===== src/ssef_pkg.sv =====
package ssef_pkg;

	// Command framing bytes
	localparam logic [7:0] FRAME_HEADER  = 8'hff;
	localparam logic [7:0] FRAME_ESCAPE  = 8'hfe;
	localparam logic [7:0] READ_COMMAND  = 8'hfe;
	localparam logic [7:0] ACK_BYTE      = 8'h06;
	localparam logic [7:0] ESCAPE_OR     = 8'h80;
	localparam logic [7:0] SIZE_MAX      = 8'h10;

	// Volatile register addresses
	localparam logic [7:0] ADDR_KEY_STATUS  = 8'hc9;
	localparam logic [7:0] ADDR_PAIR_STATUS = 8'hca;
	localparam logic [7:0] ADDR_FLAGS2      = 8'hcd;
	localparam logic [7:0] ADDR_FLAGS1      = 8'hce;
	localparam logic [7:0] ADDR_FLAGS0      = 8'hcf;

	// Implemented bits; all others read as zero
	localparam logic [7:0] KEY_STATUS_IMPL = 8'h06;
	localparam logic [7:0] FLAGS0_IMPL     = 8'hff;
	localparam logic [7:0] FLAGS1_IMPL     = 8'h3f;
	localparam logic [7:0] FLAGS2_IMPL     = 8'h00;

	// Field positions
	localparam int KEY_VOLATILE_BIT = 1;
	localparam int KEY_STORED_BIT   = 2;
	localparam int F1_PACKET_SENT   = 0;
	localparam int F1_RX_PENDING    = 1;
	localparam int F1_PLAINTEXT     = 2;
	localparam int F1_SEQ_DECREASE  = 3;
	localparam int F1_SEQ_GAP       = 4;
	localparam int F1_PAIRING       = 5;

	// Reset values
	localparam logic [7:0] BYTE_RESET = 8'h00;

	// Answer lengths in bytes
	localparam logic [1:0] READ_ANSWER_LEN  = 2'd3;
	localparam logic [1:0] WRITE_ANSWER_LEN = 2'd1;

	// One received command byte
	typedef struct packed {
		logic       valid;
		logic [7:0] data;
	} ssef_byte_t;

	// Event pulses for flag byte 0, bit 0 is the last field
	typedef struct packed {
		logic unsupported_frame_flag;
		logic acknowledge_sequence_error_flag;
		logic header_crc_error_flag;
		logic payload_crc_error_flag;
		logic missing_acknowledge_flag;
		logic register_write_failure_flag;
		logic radio_buffer_overflow_flag;
		logic uart_buffer_overflow_flag;
	} ssef_ev0_t;

	// Event pulses for flag byte 1
	typedef struct packed {
		logic pairing_started_flag;
		logic sequence_gap_flag;
		logic sequence_decrease_flag;
		logic plaintext_packet_flag;
		logic packet_sent_flag;
	} ssef_ev1_t;

endpackage


===== src/ssef_flags.sv =====
`timescale 1ns/1ps
// Contract
// RULE1: Read request for 0x49 answers 0x06, echoed 0xC9, one value byte.
// RULE2: Key status bit 1 shows volatile key loaded, bit 2 stored key.
// RULE3: Key status at 0xC9 is read-only; bits 0 and 3-7 reserved.
// RULE4: Read-only pairing status at 0xCA reflects pairing activity since reset.
// RULE5: Three event-flag bytes: byte2 at 0xCD, byte1 at 0xCE, byte0 at 0xCF.
// RULE6: Each listed event sets its own dedicated flag bit.
// RULE7: Alert line high when an enabled flag is set and legacy mask zero.
// RULE8: Reading a flag register never changes it.
// RULE9: Write stores AND of current value and written value.
// RULE10: Host writes only clear flags; some flags also clear internally.
// RULE11: Byte1 bit0 set when a packet is sent, after acknowledge if enabled.
// RULE12: Byte1 bit1 high while received bytes await delivery; clears when drained.
// RULE13: Byte1 bit2 set on plaintext packet, only with plaintext accepted.
// RULE14: Byte1 bit3 set when encrypted sequence number decreased.
// RULE15: Byte1 bit4 set when encrypted sequence number skipped ahead.
// RULE16: Byte1 bit5 set when a pairing operation begins.
// RULE17: Byte0 bits 0,1,2: UART overflow, radio overflow, register write failure.
// RULE18: Byte0 bit3 missing acknowledge after retries, bit6 wrong acknowledge sequence.
// RULE19: Byte0 bit4 payload CRC, bit5 header CRC, bit7 unsupported frame.
// RULE20: Byte2 and byte1 bits 6-7 are reserved, no events.
// RULE21: Flush receive buffer command clears the receive-pending flag.
// RULE22: An all-zero key means no key present.
// RULE23: Reserved bits read zero and ignore writes.
// RULE24: Pairing status is an 8-bit value loaded by pairing logic, reset zero.
module ssef_flags #(
	parameter int KEY_W = 128
) (
	// Clock and reset
	input  wire logic                 ref_clk_i,
	input  wire logic                 resetn_i,
	// Decoded command byte stream from the UART receiver
	input  wire ssef_pkg::ssef_byte_t rx_byte_i,
	// Answer byte stream to the UART transmitter
	output logic [7:0]                tx_data_o,
	output logic                      tx_valid_o,
	input  wire logic                 tx_ready_i,
	// Event pulses from the packet machinery
	input  wire ssef_pkg::ssef_ev0_t  ev0_i,
	input  wire ssef_pkg::ssef_ev1_t  ev1_i,
	input  wire logic                 rx_pending_i,
	input  wire logic                 flush_receive_buffer_command_i,
	// Configuration from neighbouring registers
	input  wire logic                 accept_plaintext_option_i,
	input  wire logic                 pairing_active_i,
	input  wire logic [23:0]          extended_alert_enable_i,
	input  wire logic [7:0]           legacy_alert_mask_i,
	// Key storage and pairing state
	input  wire logic [KEY_W-1:0]     volatile_key_i,
	input  wire logic [KEY_W-1:0]     stored_key_i,
	input  wire logic                 pairing_status_load_i,
	input  wire logic [7:0]           pairing_status_value_i,
	// Alert output
	output logic                      alert_status_line_o
);

	typedef enum logic [1:0] {
		ST_IDLE,
		ST_SIZE,
		ST_BODY
	} ssef_state_t;

	// Frame parser state
	ssef_state_t state_reg;
	ssef_state_t state_next;
	logic [7:0]  remain_reg;
	logic [7:0]  remain_next;
	logic        esc_reg;
	logic        esc_next;
	logic [1:0]  idx_reg;
	logic [1:0]  idx_next;
	logic        is_read_reg;
	logic        is_read_next;
	logic [7:0]  addr_reg;
	logic [7:0]  addr_next;
	logic [7:0]  val_reg;
	logic [7:0]  val_next;
	logic        done_reg;
	logic        done_next;

	// Register file
	logic [7:0]  flags0_reg;
	logic [7:0]  flags0_next;
	logic [7:0]  flags1_reg;
	logic [7:0]  flags1_next;
	logic [7:0]  key_status_reg;
	logic [7:0]  key_status_next;
	logic [7:0]  pairing_status_reg;
	logic [7:0]  pairing_status_next;
	logic        pend_prev_reg;
	logic        alert_reg;
	logic        alert_next;

	// Answer queue
	logic [7:0]  tx_buf_reg [3];
	logic [7:0]  tx_buf_next [3];
	logic [1:0]  tx_cnt_reg;
	logic [1:0]  tx_cnt_next;
	logic        tx_valid_reg;
	logic        tx_valid_next;

	// One-hot byte mask for a field position
	function automatic logic [7:0] bit_mask(input int pos);
		bit_mask = 8'h01 << pos;
	endfunction

	// Keep mask of a host write: the written value if this byte is hit, else all ones
	function automatic logic [7:0] keep_mask(input logic hit, input logic [7:0] value);
		keep_mask = hit ? value : 8'hff;
	endfunction

	// Clears first, then events, so an event never loses to a clear in its cycle
	function automatic logic [7:0] flag_update(input logic [7:0] cur,
	                                           input logic [7:0] keep,
	                                           input logic [7:0] set,
	                                           input logic [7:0] impl);
		flag_update = ((cur & keep) | set) & impl;
	endfunction

	// Byte decoding
	wire         in_byte     = rx_byte_i.valid;
	wire  [7:0]  in_data     = rx_byte_i.data;
	wire         is_header   = in_byte && (in_data == ssef_pkg::FRAME_HEADER);
	wire         is_escape   = !esc_reg && (in_data == ssef_pkg::FRAME_ESCAPE);
	wire  [7:0]  dec_data    = esc_reg ? (in_data | ssef_pkg::ESCAPE_OR) : in_data;
	wire         body_byte   = in_byte && !is_header && (state_reg == ST_BODY);
	wire         dec_valid   = body_byte && !is_escape;
	wire         last_byte   = body_byte && (remain_reg == 8'h01);

	// Command execution, one cycle after the last frame byte
	wire         tx_busy     = (tx_cnt_reg != 2'd0);
	wire         hit_key     = (addr_reg == ssef_pkg::ADDR_KEY_STATUS);
	wire         hit_pair    = (addr_reg == ssef_pkg::ADDR_PAIR_STATUS);
	wire         hit_f2      = (addr_reg == ssef_pkg::ADDR_FLAGS2);
	wire         hit_f1      = (addr_reg == ssef_pkg::ADDR_FLAGS1);
	wire         hit_f0      = (addr_reg == ssef_pkg::ADDR_FLAGS0);
	wire         hit_any     = hit_key || hit_pair || hit_f2 || hit_f1 || hit_f0;
	wire         hit_flags   = hit_f2 || hit_f1 || hit_f0;
	wire         exec        = done_reg && hit_any && (idx_reg == 2'd2);
	// A read answer is queued whole or not at all
	wire         do_read     = exec && is_read_reg && !tx_busy;
	wire         do_write    = exec && !is_read_reg;
	// Writes to read-only status, or while pairing locks the registers, fail
	wire         write_ok    = do_write && hit_flags && !pairing_active_i;  // see RULE3
	wire         write_fail  = do_write && (!hit_flags || pairing_active_i); // see RULE17
	wire         write_ack   = write_ok && !tx_busy;

	// Read value selection; reads have no side effect on any flag
	wire  [7:0]  read_value  = hit_key  ? key_status_reg :                    // see RULE1
	                           hit_pair ? pairing_status_reg :                // see RULE4
	                           hit_f1   ? flags1_reg :                        // see RULE8
	                           hit_f0   ? flags0_reg :
	                           (ssef_pkg::FLAGS2_IMPL & ssef_pkg::BYTE_RESET); // see RULE20

	// Host clear masks: all ones unless this byte is written
	wire  [7:0]  wmask0      = keep_mask(write_ok && hit_f0, val_reg);        // see RULE9
	wire  [7:0]  wmask1      = keep_mask(write_ok && hit_f1, val_reg);        // see RULE9

	// Set terms per bit, each event on its own bit
	wire  [7:0]  set0        = {ev0_i.unsupported_frame_flag,                 // see RULE19
	                            ev0_i.acknowledge_sequence_error_flag,        // see RULE18
	                            ev0_i.header_crc_error_flag,                  // see RULE19
	                            ev0_i.payload_crc_error_flag,                 // see RULE19
	                            ev0_i.missing_acknowledge_flag,               // see RULE18
	                            ev0_i.register_write_failure_flag | write_fail, // see RULE17
	                            ev0_i.radio_buffer_overflow_flag,             // see RULE17
	                            ev0_i.uart_buffer_overflow_flag};             // see RULE17
	wire  [7:0]  set1;
	// A flush beats the pending level in its own cycle
	wire         pend_set    = rx_pending_i && !flush_receive_buffer_command_i;
	wire         pend_clr    = (pend_prev_reg && !rx_pending_i) || flush_receive_buffer_command_i;
	wire  [7:0]  int_clr1    = pend_clr ? bit_mask(ssef_pkg::F1_RX_PENDING) : 8'h00; // see RULE21

	assign set1[ssef_pkg::F1_PACKET_SENT]  = ev1_i.packet_sent_flag;          // see RULE11
	assign set1[ssef_pkg::F1_RX_PENDING]   = pend_set;                        // see RULE12
	assign set1[ssef_pkg::F1_PLAINTEXT]    = ev1_i.plaintext_packet_flag
	                                         && accept_plaintext_option_i;    // see RULE13
	assign set1[ssef_pkg::F1_SEQ_DECREASE] = ev1_i.sequence_decrease_flag;    // see RULE14
	assign set1[ssef_pkg::F1_SEQ_GAP]      = ev1_i.sequence_gap_flag;         // see RULE15
	assign set1[ssef_pkg::F1_PAIRING]      = ev1_i.pairing_started_flag;      // see RULE16
	assign set1[7:6]                       = 2'b00;                           // see RULE20

	// Set wins over a clear arriving in the same cycle, so no event is lost
	assign flags0_next = flag_update(flags0_reg, wmask0, set0,
	                                 ssef_pkg::FLAGS0_IMPL);                  // see RULE10
	assign flags1_next = flag_update(flags1_reg, wmask1 & ~int_clr1, set1,
	                                 ssef_pkg::FLAGS1_IMPL);                  // see RULE23

	// Key presence: an all-zero key counts as no key
	wire         vol_key_set = |volatile_key_i;                               // see RULE22
	wire         nv_key_set  = |stored_key_i;                                 // see RULE22
	assign key_status_next = (bit_mask(ssef_pkg::KEY_VOLATILE_BIT) & {8{vol_key_set}}
	                         | bit_mask(ssef_pkg::KEY_STORED_BIT) & {8{nv_key_set}})
	                         & ssef_pkg::KEY_STATUS_IMPL;                     // see RULE2

	assign pairing_status_next = pairing_status_load_i ? pairing_status_value_i
	                                                   : pairing_status_reg;  // see RULE24

	// Byte 2 holds no events, so it never contributes to the alert
	wire  [23:0] all_flags   = {8'h00, flags1_reg, flags0_reg};
	assign alert_next = (|(all_flags & extended_alert_enable_i))
	                    && (legacy_alert_mask_i == 8'h00);                    // see RULE7

	// Frame parser: header restarts a frame anywhere, since bodies escape 0xff
	always_comb begin
		state_next   = state_reg;
		remain_next  = remain_reg;
		esc_next     = esc_reg;
		idx_next     = idx_reg;
		is_read_next = is_read_reg;
		addr_next    = addr_reg;
		val_next     = val_reg;
		done_next    = 1'b0;
		if (is_header) begin
			state_next = ST_SIZE;
		end else if (in_byte) begin
			case (state_reg)
				ST_SIZE: begin
					remain_next  = in_data;
					esc_next     = 1'b0;
					idx_next     = 2'd0;
					is_read_next = 1'b0;
					// Oversized or empty frames are dropped whole
					if ((in_data == 8'h00) || (in_data > ssef_pkg::SIZE_MAX)) begin
						state_next = ST_IDLE;
					end else begin
						state_next = ST_BODY;
					end
				end
				ST_BODY: begin
					remain_next = remain_reg - 8'h01;
					esc_next    = is_escape;
					if (dec_valid && (idx_reg == 2'd0)) begin
						is_read_next = (dec_data == ssef_pkg::READ_COMMAND);
						addr_next    = dec_data;
						idx_next     = 2'd1;
					end else if (dec_valid && (idx_reg == 2'd1)) begin
						// A read names the address with the top bit dropped
						if (is_read_reg) begin
							addr_next = dec_data | ssef_pkg::ESCAPE_OR; // see RULE1
						end else begin
							val_next = dec_data;
						end
						idx_next = 2'd2;
					end else if (dec_valid) begin
						idx_next = 2'd3;
					end
					if (last_byte) begin
						state_next = ST_IDLE;
						done_next  = 1'b1;
					end
				end
				default: begin
					state_next = ST_IDLE;
				end
			endcase
		end
	end

	// Answer queue: a read that finds an answer still going out is dropped; a write is still applied, unacknowledged
	always_comb begin
		tx_buf_next[0] = tx_buf_reg[0];
		tx_buf_next[1] = tx_buf_reg[1];
		tx_buf_next[2] = tx_buf_reg[2];
		tx_cnt_next    = tx_cnt_reg;
		if (do_read) begin
			tx_buf_next[0] = ssef_pkg::ACK_BYTE;                              // see RULE1
			tx_buf_next[1] = addr_reg;
			tx_buf_next[2] = read_value;
			tx_cnt_next    = ssef_pkg::READ_ANSWER_LEN;
		end else if (write_ack) begin
			tx_buf_next[0] = ssef_pkg::ACK_BYTE;
			tx_cnt_next    = ssef_pkg::WRITE_ANSWER_LEN;
		end else if (tx_valid_reg && tx_ready_i) begin
			// The top slot is left stale after a pop; the count keeps it unread
			tx_buf_next[0] = tx_buf_reg[1];
			tx_buf_next[1] = tx_buf_reg[2];
			tx_cnt_next    = tx_cnt_reg - 2'd1;
		end
	end

	assign tx_valid_next = (tx_cnt_next != 2'd0);

	always_ff @(posedge ref_clk_i or negedge resetn_i) begin
		if (!resetn_i) begin
			state_reg   <= ST_IDLE;
			remain_reg  <= ssef_pkg::BYTE_RESET;
			esc_reg     <= 1'b0;
			idx_reg     <= 2'd0;
			is_read_reg <= 1'b0;
			addr_reg    <= ssef_pkg::BYTE_RESET;
			val_reg     <= ssef_pkg::BYTE_RESET;
			done_reg    <= 1'b0;
		end else begin
			state_reg   <= state_next;
			remain_reg  <= remain_next;
			esc_reg     <= esc_next;
			idx_reg     <= idx_next;
			is_read_reg <= is_read_next;
			addr_reg    <= addr_next;
			val_reg     <= val_next;
			done_reg    <= done_next;
		end
	end

	always_ff @(posedge ref_clk_i or negedge resetn_i) begin
		if (!resetn_i) begin
			flags0_reg         <= ssef_pkg::BYTE_RESET;
			flags1_reg         <= ssef_pkg::BYTE_RESET;
			key_status_reg     <= ssef_pkg::BYTE_RESET;
			pairing_status_reg <= ssef_pkg::BYTE_RESET;
			pend_prev_reg      <= 1'b0;
			alert_reg          <= 1'b0;
		end else begin
			flags0_reg         <= flags0_next;                                // see RULE6
			flags1_reg         <= flags1_next;                                // see RULE5
			key_status_reg     <= key_status_next;
			pairing_status_reg <= pairing_status_next;
			pend_prev_reg      <= rx_pending_i;
			alert_reg          <= alert_next;
		end
	end

	always_ff @(posedge ref_clk_i or negedge resetn_i) begin
		if (!resetn_i) begin
			tx_buf_reg[0] <= ssef_pkg::BYTE_RESET;
			tx_buf_reg[1] <= ssef_pkg::BYTE_RESET;
			tx_buf_reg[2] <= ssef_pkg::BYTE_RESET;
			tx_cnt_reg    <= 2'd0;
			tx_valid_reg  <= 1'b0;
		end else begin
			tx_buf_reg[0] <= tx_buf_next[0];
			tx_buf_reg[1] <= tx_buf_next[1];
			tx_buf_reg[2] <= tx_buf_next[2];
			tx_cnt_reg    <= tx_cnt_next;
			tx_valid_reg  <= tx_valid_next;
		end
	end

	assign tx_data_o           = tx_buf_reg[0];
	assign tx_valid_o          = tx_valid_reg;
	assign alert_status_line_o = alert_reg;

endmodule // ssef_flags


===== config.mk =====
export PLATFORM = sky130hd
export DESIGN_NAME = ssef_flags
export DESIGN_NICKNAME = d
export VERILOG_FILES = /design/src/ssef_pkg.sv /design/src/ssef_flags.sv
export SDC_FILE = /design/constraint.sdc
export NUM_CORES = 1
export LEC_CHECK = 0
export BUFFER_PORTS_ARGS = -buffer_cell sky130_fd_sc_hd__buf_4
export CAP_MARGIN = 15
export CELL_PAD_IN_SITES_DETAIL_PLACEMENT = 1
export CELL_PAD_IN_SITES_GLOBAL_PLACEMENT = 1
export CORE_AREA = 2 2 130 132
export CTS_CLUSTER_SIZE = 25
export DETAILED_ROUTE_END_ITERATION = 7
export DIE_AREA = 0 0 132 134
export PLACE_DENSITY = 0.9
export RECOVER_POWER = 25
export REMOVE_ABC_BUFFERS = 1
export SLEW_MARGIN = 10
export SYNTH_ARGS = -nofsm -noshare
export SYNTH_HDL_FRONTEND = slang
export SYNTH_SLANG_ARGS = --single-unit

===== constraint.sdc =====
create_clock -name ref_clk_i -period 3.7 [get_ports ref_clk_i]
set_clock_uncertainty 0.05 [all_clocks]
set_input_delay 0 -clock ref_clk_i [delete_from_list [all_inputs] [get_ports ref_clk_i]]
set_output_delay 0 -clock ref_clk_i [all_outputs]
set_load 0.02 [all_outputs]

* Word-level counts from Yosys, hierarchy flattened
Cells that the tools add are included.
** Storage, ports and cells
- Register bits after elaboration :: 84
- Input bits :: 326
- Output and inout bits :: 10
** Operators by class
- $add $sub $neg :: 2
- Magnitude comparators :: 1
- Equal/unequal tests :: 17
- Mux-type cells :: 35
- Bitwise gates (word level) :: 12
- Reduce and logical (&&, ||, !) cells :: 63
** Operators by type and width (count)
- 128-bit OR reduction :: 2
- 8-bit two-way mux :: 11
- 8-bit == test (second input constant) :: 8
- 16-bit two-way mux :: 2
- 14-bit by 24-bit AND with 24-bit output :: 1
- 1-bit logical AND :: 24
- 24-bit OR reduction :: 1
- 2-bit two-way mux :: 11
- 8-bit logical NOT :: 2
- 8-bit case mux with 2 select lines :: 1
- 2-bit nonzero test :: 7
- 6-bit AND :: 2
- 1-bit logical NOT :: 9
- 1-bit logical OR :: 9
- 8-bit AND :: 1
- 8-bit by 1-bit == test with 1-bit output (second input constant) :: 1
- 8-bit by 5-bit > comparator with 1-bit output (second input constant) :: 1
- 8-bit OR :: 1
- 2-bit case mux with 2 select lines :: 2
- 4-bit AND reduction :: 2
- 8-bit by 1-bit subtractor with 8-bit output (second input constant) :: 1
- 6-bit two-way mux :: 1
- 2-bit inverter with 6-bit output :: 1
- 6-bit OR :: 1
- other kinds (18) :: 28

* Depth between registers and ports, before layout
Gate-level depths: netlist of the first run.
- Word-level depth :: 15
- Mapped depth :: 8

* Worst setup path before layout of the first run
OpenSTA, ideal clock, no wires.
- Kind :: reg-to-reg
- Start point :: register addr_reg[0]
- End point :: register tx_buf_reg[10] in the netlist's numbering
- Library setup time :: 0.125 ns
- Data arrival time :: 1.762 ns
- Data required time :: 3.525 ns
- Path slack :: 1.763 ns
- Cell stages (with the launch flop) :: 7
- Path buffers :: 1
- Clock period less this slack :: 1.937 ns
- Cells stage by stage :: dfrtp_1 -> buf_6 -> and3b_4 -> nor3_4 -> nand4_1 -> a21boi_4 -> mux2_2
** Between the ends
- Longest elaborated chain between the ends :: 13
- Elaborated cells between the ends (all ways) :: 23
- Classes of those cells :: 6 x eq/ne; 1 x mux; 16 x reduce/logical
** RTL lines
- start: declaration :: RTL line ssef_flags.sv:75 : logic [7:0] addr_reg;
- start signal: assignment :: RTL line ssef_flags.sv:292 : addr_reg <= ssef_pkg::BYTE_RESET;
- start signal: assignment :: RTL line ssef_flags.sv:301 : addr_reg <= addr_next;
- 8-bit == test, on equally long branches :: RTL line ssef_flags.sv:133, ssef_flags.sv:134
- 1-bit logical OR (4 in series) :: RTL line ssef_flags.sv:138 : wire hit_any = hit_key || hit_pair || hit_f2 || hit_f1 || hit_f0;
- 1-bit logical AND (2 in series) :: RTL line ssef_flags.sv:140 : wire exec = done_reg && hit_any && (idx_reg == 2'd2);
- 1-bit logical AND :: RTL line ssef_flags.sv:143 : wire do_write = exec && !is_read_reg;
- 1-bit logical AND (2 in series) :: RTL line ssef_flags.sv:145 : wire write_ok = do_write && hit_flags && !pairing_active_i;
- 1-bit logical AND :: RTL line ssef_flags.sv:147 : wire write_ack = write_ok && !tx_busy;
- 2-bit inequality test (no line)
- 2-bit AND reduction (no line)
- end: declaration :: RTL line ssef_flags.sv:96 : logic [7:0] tx_buf_reg [3];
Several ways; a longest one is shown, not always the timed one.
A chain may end at the register's enable or synchronous reset.

* Worst setup path after layout of the first run
- Start point :: input volatile_key_i[18]
- End point :: register key_status_reg[1]
** Between the ends
- Longest elaborated chain between the ends :: 2
** RTL lines
- start: declaration :: RTL line ssef_flags.sv:50 : input wire logic [KEY_W-1:0] volatile_key_i,
- 128-bit OR reduction :: RTL line ssef_flags.sv:191 : wire vol_key_set = |volatile_key_i;
- named net vol_key_set :: RTL line ssef_flags.sv:191
- 2-bit by 3-bit OR with 3-bit output :: RTL line ssef_flags.sv:194 : | bit_mask(ssef_pkg::KEY_STORED_BIT) & {8{nv_key_set}})
- end signal: assignment :: RTL line ssef_flags.sv:311 : key_status_reg <= ssef_pkg::BYTE_RESET;
- end signal: assignment :: RTL line ssef_flags.sv:318 : key_status_reg <= key_status_next;
- end: declaration :: RTL line ssef_flags.sv:87 : logic [7:0] key_status_reg;
The timed path passes the listed nets, and every way through them passes these cells.

==> metrics.yaml, run 1 <==
status:
  failed_checks: "negative hold slack, max-capacitance violations, max-slew violations"
  status: "finished with violations"
finish:
  ff_latch_area_um2: 2102
  multiInputGateArea_um2: 2369
  fillers: 1907
  area_growth_syn_to_layout_pct: 74.09
  drive_gt1_share_pct: 45.96
  largest_register_ff_count: 16
  fin_nets: 1179
route:
  first_pass_iters: 4
  drcViolationCount: 0
  dr_total_vias: 5589
  via_per_inst: 5.189
  wl_per_cell_um: 22.04
  first_iter_violations: 298
  wl_um: 23740
  ant_nets: 0
hold_path:
  hold_path_class: "primary input to register"
power_and_ir_drop:
  p_switching_uw: 708.2
  switching_share_pct: 26.69
  irDropWorstVdd_mv: 0.2171
  p_clk_share_pct: 36.5
  cell_internal_pwr_uw: 1945
  power_density_nw_per_um2: 327.3
  report.power.total_uw: 2653
  p_leak_uw: 0.003737
  sequentialPowerShare_pct: 40.0
  comb_power_share_pct: 23.4
yosys:
  synth.yosys.seq_area_share_pct: 45.15
  synth_largest_area_cell: "dfrtp_1"
  synth-seq-cells: 84
  synth_flop_cell: "dfrtp_1"
  yosys_warnings: 0
  synth_top_area_share_pct: 45.15
  yosysMostFrequentCell: "dfrtp_1"
  synth_cell_types: 54
  syn_area_per_cell_um2: 9.740
  synth_common_cells: "84 x dfrtp_1, 72 x nor4_1, 43 x nand2_1"
  synthTopCellsByArea: "dfrtp_1 45%, nor4_1 9.7%, mux2_2 8.9%, nand2_1 3.5%, nand4_1 3.0%"
  netlist_instances: 478
  synthArstFlopShare_pct: 100.0
  synth_edf_count: 0
  netlist_area_um2: 4656
grt:
  grt_pass1_vias: 6322
  track_usage_pct: 26.69
  overflow: 0
  grt_pass1_wl_um: 35560
  grt_max_degree: 51
  grt_antenna_before_repair: 4
sta:
  clock.fmax_mhz: 341.0
  whs_ns: -0.01533
  finalSetupViolCount: 0
  finalHoldViolCount: 1
  finalMaxSlewViolations: 51
  post-route-period-util_pct: 79.27
  tightest_slew_ns: 2.759
  rsz0062_at_grt: "no"
  relSlewSlack_pct: -83.90
  fin_setup_tns_ns: 0
  fin_crit_ns: 2.933
floorplan:
  rows: 47
  dieWidth_um: 132
  io_pins: 336
  core_um2: 16290
  die_area_um2: 17690
  start_util_pct: 28.58
  die_h_um: 134
critical_path:
  cp_slowest_stage_delay_ns: 0.58
  reg2reg_slack_ns: 1.02
  critPathRequiredTime_ns: 3.87
  critPathTopFamily: "buffers and inverters"
  worstPathCellList: "dlygate4sd3_1, buf_4, nor4_1, dlygate4sd3_1, nand4_1, dlygate4sd3_1, nor4_1, nand2_1, dlygate4sd3_1"
  critPathCaptureType: "register"
  crit_buf_inv: 5
  path_class: "primary input to register"
  critPathMostFrequentCell: "dlygate4sd3_1"
  cp.arrival_ns: 3.10
  critPathSlowestCell: "dlygate4sd3_1"
  cp-start-kind: "primary input"
  crit_fanout: 1
clock_tree:
  cts_tree: "built"
  root_buffer: "clkbuf_16"
  cts_num_sinks: 84
  clk-insertion-delay-late_ns: 0.34
  cts_buffer_depth: 2
  path_clk_slew_ns: 0.06
  numCtsBuffers: 9
  cts-resized-gates: 0
  cts_htree_levels: 3
run:
  drv_cap: 1
place:
  dp_hpwl_um: 19090
  port_buffers: 325
  place_congestion: 0.8758
[worst reg2reg max path: cells and delay by family, from the launching register on]
family	cells	cell delay, ns
flip-flops	1	0.61
multiplexers	2	0.75
AND/OR/NAND/NOR	3	1.15
[path summary, 6_finish.rpt]
kind,startpoint,end,cells after the start
min,stored_key_i[122],key_status_reg[2],5
max in group asynchronous,resetn_i,tx_buf_reg[0],3
min in group asynchronous,resetn_i,state_reg[1],2
max reg2reg,addr_reg[0],tx_buf_reg[9],5
max,volatile_key_i[18],key_status_reg[1],9
min reg2reg,tx_buf_reg[3],tx_buf_reg[3],2
[kinds of logic after synthesis]
| group | after synthesis | synth area share, % |
|---|---|---|
| simple gates | 221 | 26.55 |
| compound gates | 84 | 11.40 |
| flops | 84 | 45.15 |
| mux | 46 | 11.21 |
| buf+inv | 36 | 3.977 |
| fa+ha+maj | 5 | 1.344 |
| xor+xnor | 2 | 0.3763 |
[layer usage]
metal	part of all wire, %	vias up	GRT usage [%]
li1	-	2560	-
met1	40	2697	30.95
met2	49	291	47.14
met3	8.8	37	9.221
met4	2.2	4	6.944
met5	0.12	-	0
[placed cells by master, fill, tap and decap left out, types with 3 or more instances in the layout]
cell             n
mux2_4           3
dlygate4sd3_1   53
nand3_1          9
nand4_1         22
mux2_2          37
buf_4          325
a22oi_1          5
nand2b_1        12
o31ai_1          3
a21oi_1         26
nor2_1          27
nor4_1          72
and2_1           3
clkbuf_1         3
a21boi_0         3
clkbuf_16        9
nand2_1         43
a221oi_1         3
inv_1           15
or2_2            4
nor2b_1          4
mux2i_1          6
nor3_1           7
dfrtp_1         84
ha_1             5
diode_2          4
o21ai_0         24
or3_1            4
[repair_timing]
item	4_1_cts	5_1_grt
hold buffers	53	0
buffers inserted	0	0
hold endpoints to repair	96	0
[area by class of cell]
cell class	count	share of cell area, %
flip-flops and latches	84	25.93
inverters	15	0.6947
well taps	220	3.396
repair buffers	380	36.74
clock buffers	10	2.825
multi-input cells	358	29.22
diodes	4	0.1235
clock inverters	6	1.065
[stage by stage]
stage	setup WS (ns)	std cells	hold slack (ns)	area (um^2)	utilization, %
after floorplan	1.435	457	-0.3456	4527	-
after global placement	1.158	1004	0.02399	7257	44.55
after detailed placement	1.041	1004	0.02699	7257	44.55
after CTS	0.8970	1073	0.004427	8103	49.74
after global routing	0.4421	1073	0.007380	8095	49.70
final	0.7671	1077	-0.01533	8105	49.76
[power by group through the flow]
stage	clock, uW	sequential [uW]	combinational (uW)
final	970	1060	622
after global routing	1020	1070	677
after CTS	972	1060	617
after detailed placement	0	1070	565
after global placement	0	1070	539
after floorplan	0	1060	202
(Power assumes the default switching activity.)
==> inputs of run 2 (changes only) <==
CORE_AREA = not set   (was 2 2 130 132)
CORE_MARGIN = 1   (was not set)
CORE_UTILIZATION = 26   (was not set)
DIE_AREA = not set   (was 0 0 132 134)
PLACE_DENSITY = 0.87   (was 0.9)
clock period = 2.5 ns   (was 3.7 ns; I/O delays follow)
==> metrics.yaml, run 2 (synthesis gave the netlist of run 1 again) <==
route:
  first_iter_violations: 204  # -32%
  first_pass_iters: 4  # unchanged
  wl_per_cell_um: 20.98  # -4.8%
  wl_um: 23140  # -2.5%
  dr_total_vias: 5609  # +0.36%
  drcViolationCount: 0  # unchanged
  ant_nets: 0  # unchanged
  via_per_inst: 5.085  # -2.0%
place:
  dp_slack_ns: 0.3490  # -0.6918 ns
  port_buffers: 325  # unchanged
  place_congestion: 0.8601  # -1.8%
  dp_hpwl_um: 18320  # -4.0%
  dp_cells: 1018  # +1.4%
grt:
  track_usage_pct: 25.77  # -0.93 points
  met1_usage_pct: 29.90  # -1.0 points
  grt_pass1_vias: 6341  # +0.30%
  top_usage_layer: "met2"
  grt_pass1_wl_um: 34630  # -2.6%
  grtUsageMet3_pct: 10.33  # +1.1 points
  overflow: 0  # unchanged
  use_met2_pct: 43.57  # -3.6 points
  grt_max_degree: 85  # +67%
  grt_antenna_before_repair: 7  # +3
power_and_ir_drop:
  power_density_nw_per_um2: 469.5  # +43%
  p_leak_uw: 0.003853  # +3.1%
  report.power.total_uw: 3898  # +47%
  irDropWorstVdd_mv: 0.3724  # +72%
critical_path:
  critPathRequiredTime_ns: 2.65  # -1.22 ns
  critPathCaptureType: "register"
  crit_fanout: 1  # unchanged
  cp.arrival_ns: 2.49  # -0.61 ns
  cp-start-kind: "primary input"
  path_class: "primary input to register"
clock_tree:
  cts_htree_levels: 3  # unchanged
  cts_num_sinks: 84  # unchanged
  path_clk_slew_ns: 0.05  # about the same
  root_buffer: "clkbuf_16"
  cts_buffer_depth: 2  # unchanged
  cts_tree: "built"
  clk-insertion-delay-late_ns: 0.34  # about the same
  numCtsBuffers: 9  # unchanged
sta:
  fin_crit_ns: 2.338
  fin_setup_tns_ns: 0  # unchanged
  finalHoldViolCount: 0  # -1
  clock.fmax_mhz: 427.8
  tightest_slew_ns: 1.144  # -1.614 ns
  setup_ws_ns: 0.1624  # -0.6048 ns
  finalSetupViolCount: 0  # unchanged
  whs_ns: 0.08374  # +0.09907 ns
  post-route-period-util_pct: 93.50
  relSlewSlack_pct: 23.72  # +110 points
  finalMaxSlewViolations: 0  # -100%
  rsz0062_at_grt: "no"
finish:
  final-instance-count-excl-fill: 1103  # +2.4%
  fin_nets: 1199  # +1.7%
  area_growth_syn_to_layout_pct: 78.31
  final_cell_mix: "334 x buf_4, 84 x dfrtp_1, 71 x nor4_1"
  largest_register_ff_count: 16  # unchanged
  final_common_cell: "buf_4"
  drive_gt1_share_pct: 46.22  # +0.26 points
floorplan:
  die_h_um: 135.8  # +1.4%
  start_util_pct: 26.73  # -1.8 points
  rows: 48  # +2.1%
  dieWidth_um: 135.8  # +2.9%
  core_um2: 17420  # +6.9%
  die_area_um2: 18450  # +4.3%
  io_pins: 336  # unchanged
hold_path:
  hold_path_class: "primary input to register"
status:
  status: "finished clean"
run:
  drv_cap: 0  # -1
## run 2: cell types whose count changed in the layout (fill, tap and decap cells not counted), sizes merged
| cell | previous run | this run |
|---|---|---|
| bufinv | 2 | 1 |
| diode | 4 | 6 |
| buf | 325 | 334 |
| clkinvlp | 1 | 0 |
| clkbuf | 12 | 15 |
| clkinv | 2 | 1 |
| dlygate4sd3 | 53 | 63 |
## run 2: through the flow
stage	cell area (um^2)	utilization (%)
after floorplan	4527	-
after global placement	7331	42.09
after detailed placement	7331	42.09
after CTS	8272	47.49
after global routing	8287	47.58
final	8302	47.67
## run 2: path summary, 6_finish.rpt
kind / start / end / slack, ns / cells after the start
hold / removal: volatile_key_i[90] / key_status_reg[1] / 0.08 / 5
setup reg to reg: flags1_reg[2] / alert_status_line_o / 0.18 / 5
hold reg to reg: tx_buf_reg[3] / tx_buf_reg[3] / 0.45 / 2
min in group asynchronous: resetn_i / state_reg[0] / 0.35 / 2
setup / recovery: volatile_key_i[122] / key_status_reg[1] / 0.16 / 8
max in group asynchronous: resetn_i / key_status_reg[1] / 0.45 / 3
## run 2: critical path: stages
cell and delay [ns]:
dlygate4sd3_1 0.54, buf_4 0.13, nor4_1 0.17, dlygate4sd3_1 0.59
nand4_1 0.06, dlygate4sd3_1 0.56, nor4_1 0.32, nand2_1 0.11
## run 2: power by group
group          switching (uW)  internal [uW]  leakage, uW
combinational             390            552      0.00267
sequential               97.5           1460      0.00103
clock                     544            852     0.000155
total                    1030           2870      0.00385
## run 2: metal layers
metal | routed length, um | vias up
met4 | 386 | 4
met5 | 22 | -
met1 | 9108 | 2702
li1 | - | 2604
met2 | 11120 | 265
met3 | 2496 | 34
## run 2: final cells by class
| type | count | area [um^2] |
|---|---|---|
| Sequential cell | 84 | 2102 |
| Multi-Input combinational cell | 358 | 2384 |
| Clock inverter | 3 | 43.79 |
| Fill cell | 2009 | 9115 |
| Clock buffer | 12 | 266.5 |
| Antenna cell | 6 | 15.01 |
| Tap cell | 225 | 281.5 |
| Timing Repair Buffer | 400 | 3153 |
| Inverter | 15 | 56.30 |
## run 2: what timing repair did
item / CTS / global route
resized for setup: 0 / 2
hold buffers: 63 / 0
endpoints found under the hold margin: 131 / 0
endpoints found under the setup margin: 0 / 1
buffers inserted: 0 / 0
==> inputs of run 3 (changes only) <==
CELL_PAD_IN_SITES_GLOBAL_PLACEMENT = 2   (was 1)
CORE_UTILIZATION = 20   (was 26)
CTS_BUF_LIST = sky130_fd_sc_hd__clkbuf_2 sky130_fd_sc_hd__clkbuf_4 sky130_fd_sc_hd__clkbuf_8   (was not set)
==> metrics.yaml, run 3 (synthesis gave the netlist of run 1 again) <==
status:
  status: "finished with violations"
  failed_checks: "negative hold slack"
sta:
  fin_setup_tns_ns: 0  # unchanged
  finalMaxSlewViolations: 0  # unchanged
  post-route-period-util_pct: 94.56  # +1.1 points
  whs_ns: -0.03929  # -0.1230 ns
  relSlewSlack_pct: 18.41  # -5.3 points
  clock.fmax_mhz: 423.0  # -1.1%
  rsz0062_at_grt: "no"
  finalSetupViolCount: 0  # unchanged
  fin_crit_ns: 2.364  # +0.02625 ns
  finalHoldViolCount: 1  # +1
  tightest_slew_ns: 1.224  # +0.07954 ns
floorplan:
  die_area_um2: 23890  # +30%
  start_util_pct: 20.50  # -6.2 points
  io_pins: 336  # unchanged
  die_h_um: 154.6  # +14%
  rows: 55  # +15%
  core_um2: 22710  # +30%
  dieWidth_um: 154.6  # +14%
finish:
  area_growth_syn_to_layout_pct: 84.55
  final_util_pct: 37.83  # -9.8 points
  largest_register_ff_count: 16  # unchanged
  fin_nets: 1229  # +2.5%
  design_area_um2: 8592  # +3.5%
  final_cell_mix: "334 x buf_4, 93 x dlygate4sd3_1, 84 x dfrtp_1"
  drive_gt1_share_pct: 45.40  # -0.81 points
  final_common_cell: "buf_4"
critical_path:
  cp.arrival_ns: 2.56  # +0.07 ns
  cp-start-kind: "primary input"
  critPathMostFrequentCell: "dlygate4sd3_1"
  critPathSlowestCell: "dlygate4sd3_1"
  crit_fanout: 1  # unchanged
  critPathTopFamily: "buffers and inverters"
  path_class: "primary input to register"
  cp_slowest_stage_delay_ns: 0.62  # +0.03 ns
  crit_buf_inv: 4  # unchanged
  critPathCaptureType: "register"
  critPathRequiredTime_ns: 2.70  # +0.05 ns
  worstPathCellList: "dlygate4sd3_1, buf_4, nor4_2, dlygate4sd3_1, nand4_1, dlygate4sd3_1, nor4_4, nand2_1"
  reg2reg_slack_ns: 0.37  # +0.19 ns
clock_tree:
  cts_htree_levels: 3  # unchanged
  root_buffer: "clkbuf_8"
  clk-insertion-delay-late_ns: 0.37  # +0.03 ns
  cts_buffer_depth: 2  # unchanged
  numCtsBuffers: 9  # unchanged
  cts_setup_buffers: 0  # unchanged
  cts_num_sinks: 84  # unchanged
  cts_tree: "built"
  path_clk_slew_ns: 0.09  # +0.04 ns
power_and_ir_drop:
  irDropWorstVdd_mv: 0.2092  # -44%
  p_leak_uw: 0.003941  # +2.3%
  sequentialPowerShare_pct: 44.9  # +4.9 points
  comb_power_share_pct: 27.3  # +3.1 points
  power_density_nw_per_um2: 401.8  # -14%
  p_clk_share_pct: 27.8  # -8.0 points
  cell_internal_pwr_uw: 2438  # -15%
  p_switching_uw: 1015  # -1.6%
  switching_share_pct: 29.39  # +2.9 points
route:
  drcViolationCount: 0  # unchanged
  via_per_inst: 4.647  # -8.6%
  first_pass_iters: 4  # unchanged
  wl_per_cell_um: 18.78  # -10%
  dr_total_vias: 5525  # -1.5%
  wl_um: 22330  # -3.5%
  ant_nets: 0  # unchanged
  first_iter_violations: 220  # +7.8%
run:
  drv_cap: 0  # unchanged
grt:
  track_usage_pct: 18.95  # -6.8 points
  grt_antenna_before_repair: 1  # -6
  grt_max_degree: 47  # -45%
  grt_pass1_wl_um: 33730  # -2.6%
  overflow: 0  # unchanged
  grt_pass1_vias: 6118  # -3.5%
hold_path:
  hold_path_class: "primary input to register"
place:
  port_buffers: 325  # unchanged
  place_congestion: 0.8590  # -0.13%
  dp_hpwl_um: 17720  # -3.2%
  place_area_um2: 7426  # +1.3%
==> run 3: cell types whose count changed in the layout (fill, tap and decap cells not counted), moves of 3 or more <==
| cell | change |
|---|---|
| diode_2 | -5 |
| nor4_1 | -5 |
| nor4_2 | +5 |
| clkbuf_8 | +7 |
| dlygate4sd3_1 | +30 |
| clkbuf_16 | -9 |
| clkinv_4 | +3 |
==> run 3: worst min-delay path, delay by kind of cell <==
| kind | cells | cell delay [ns] |
|---|---|---|
| buf+inv | 1 | 0.08 |
| simple gates | 4 | 0.27 |
==> run 3: repair_timing <==
action                                  CTS  global route
hold buffers                             95             0
endpoints found under the setup margin    0             2
endpoints found under the hold margin    96             0
resized for setup                         0             7
==> run 3: power by group through the flow <==
stage | Sequential [uW] | Combinational [uW] | Clock, uW
floorplan | 1560 | 299 | 0
CTS | 1550 | 946 | 995
global placement | 1570 | 820 | 0
finish | 1550 | 943 | 958
detailed placement | 1580 | 842 | 0
global route | 1570 | 1040 | 1050
==> run 3: cell type report <==
cell class	count	area, um^2
tap	285	356.6
clock inverter	6	55.05
antenna	1	2.502
fill	2649	14120
multi-input combinational	358	2415
clock buffer	10	137.6
inverter	15	56.30
timing repair buffer	430	3467
sequential	84	2102
==> run 3: path summary, 6_finish.rpt <==
| path | from | endpoint | depth (start not counted) |
|---|---|---|---|
| max in group asynchronous | resetn_i | tx_buf_reg[4] | 3 |
| min in group asynchronous | resetn_i | state_reg[1] | 2 |
| worst min register to register | tx_buf_reg[7] | tx_buf_reg[7] | 2 |
| worst max register to register | addr_reg[0] | tx_buf_reg[8] | 6 |
| worst max-delay path | stored_key_i[90] | key_status_reg[2] | 8 |
| worst min-delay path | volatile_key_i[38] | key_status_reg[1] | 5 |
==> run 3: layer usage <==
| layer | share of wire, % | vias up | global-route usage [%] | wire (um) |
|---|---|---|---|---|
| li1 | - | 2654 | - | - |
| met3 | 5.4 | 21 | 4.595 | 1214 |
| met1 | 43 | 2653 | 22.88 | 9596 |
| met2 | 50 | 197 | 33.35 | 11110 |
| met4 | 1.8 | 0 | 5.281 | 406 |
| met5 | 0 | - | 0 | 0 |
==> run 3: through the flow <==
step	setup slack (ns)	power, uW	hold slack (ns)	instances
2_1_floorplan	0.2351	1860	-0.3456	457
3_3_place_gp	0.4429	2392	0.02342	1079
3_5_place_dp	0.3896	2419	0.01897	1079
4_1_cts	0.04450	3492	0.008632	1190
5_1_grt	0.006160	3659	0.01054	1188
6_report	0.1361	3453	-0.03929	1189
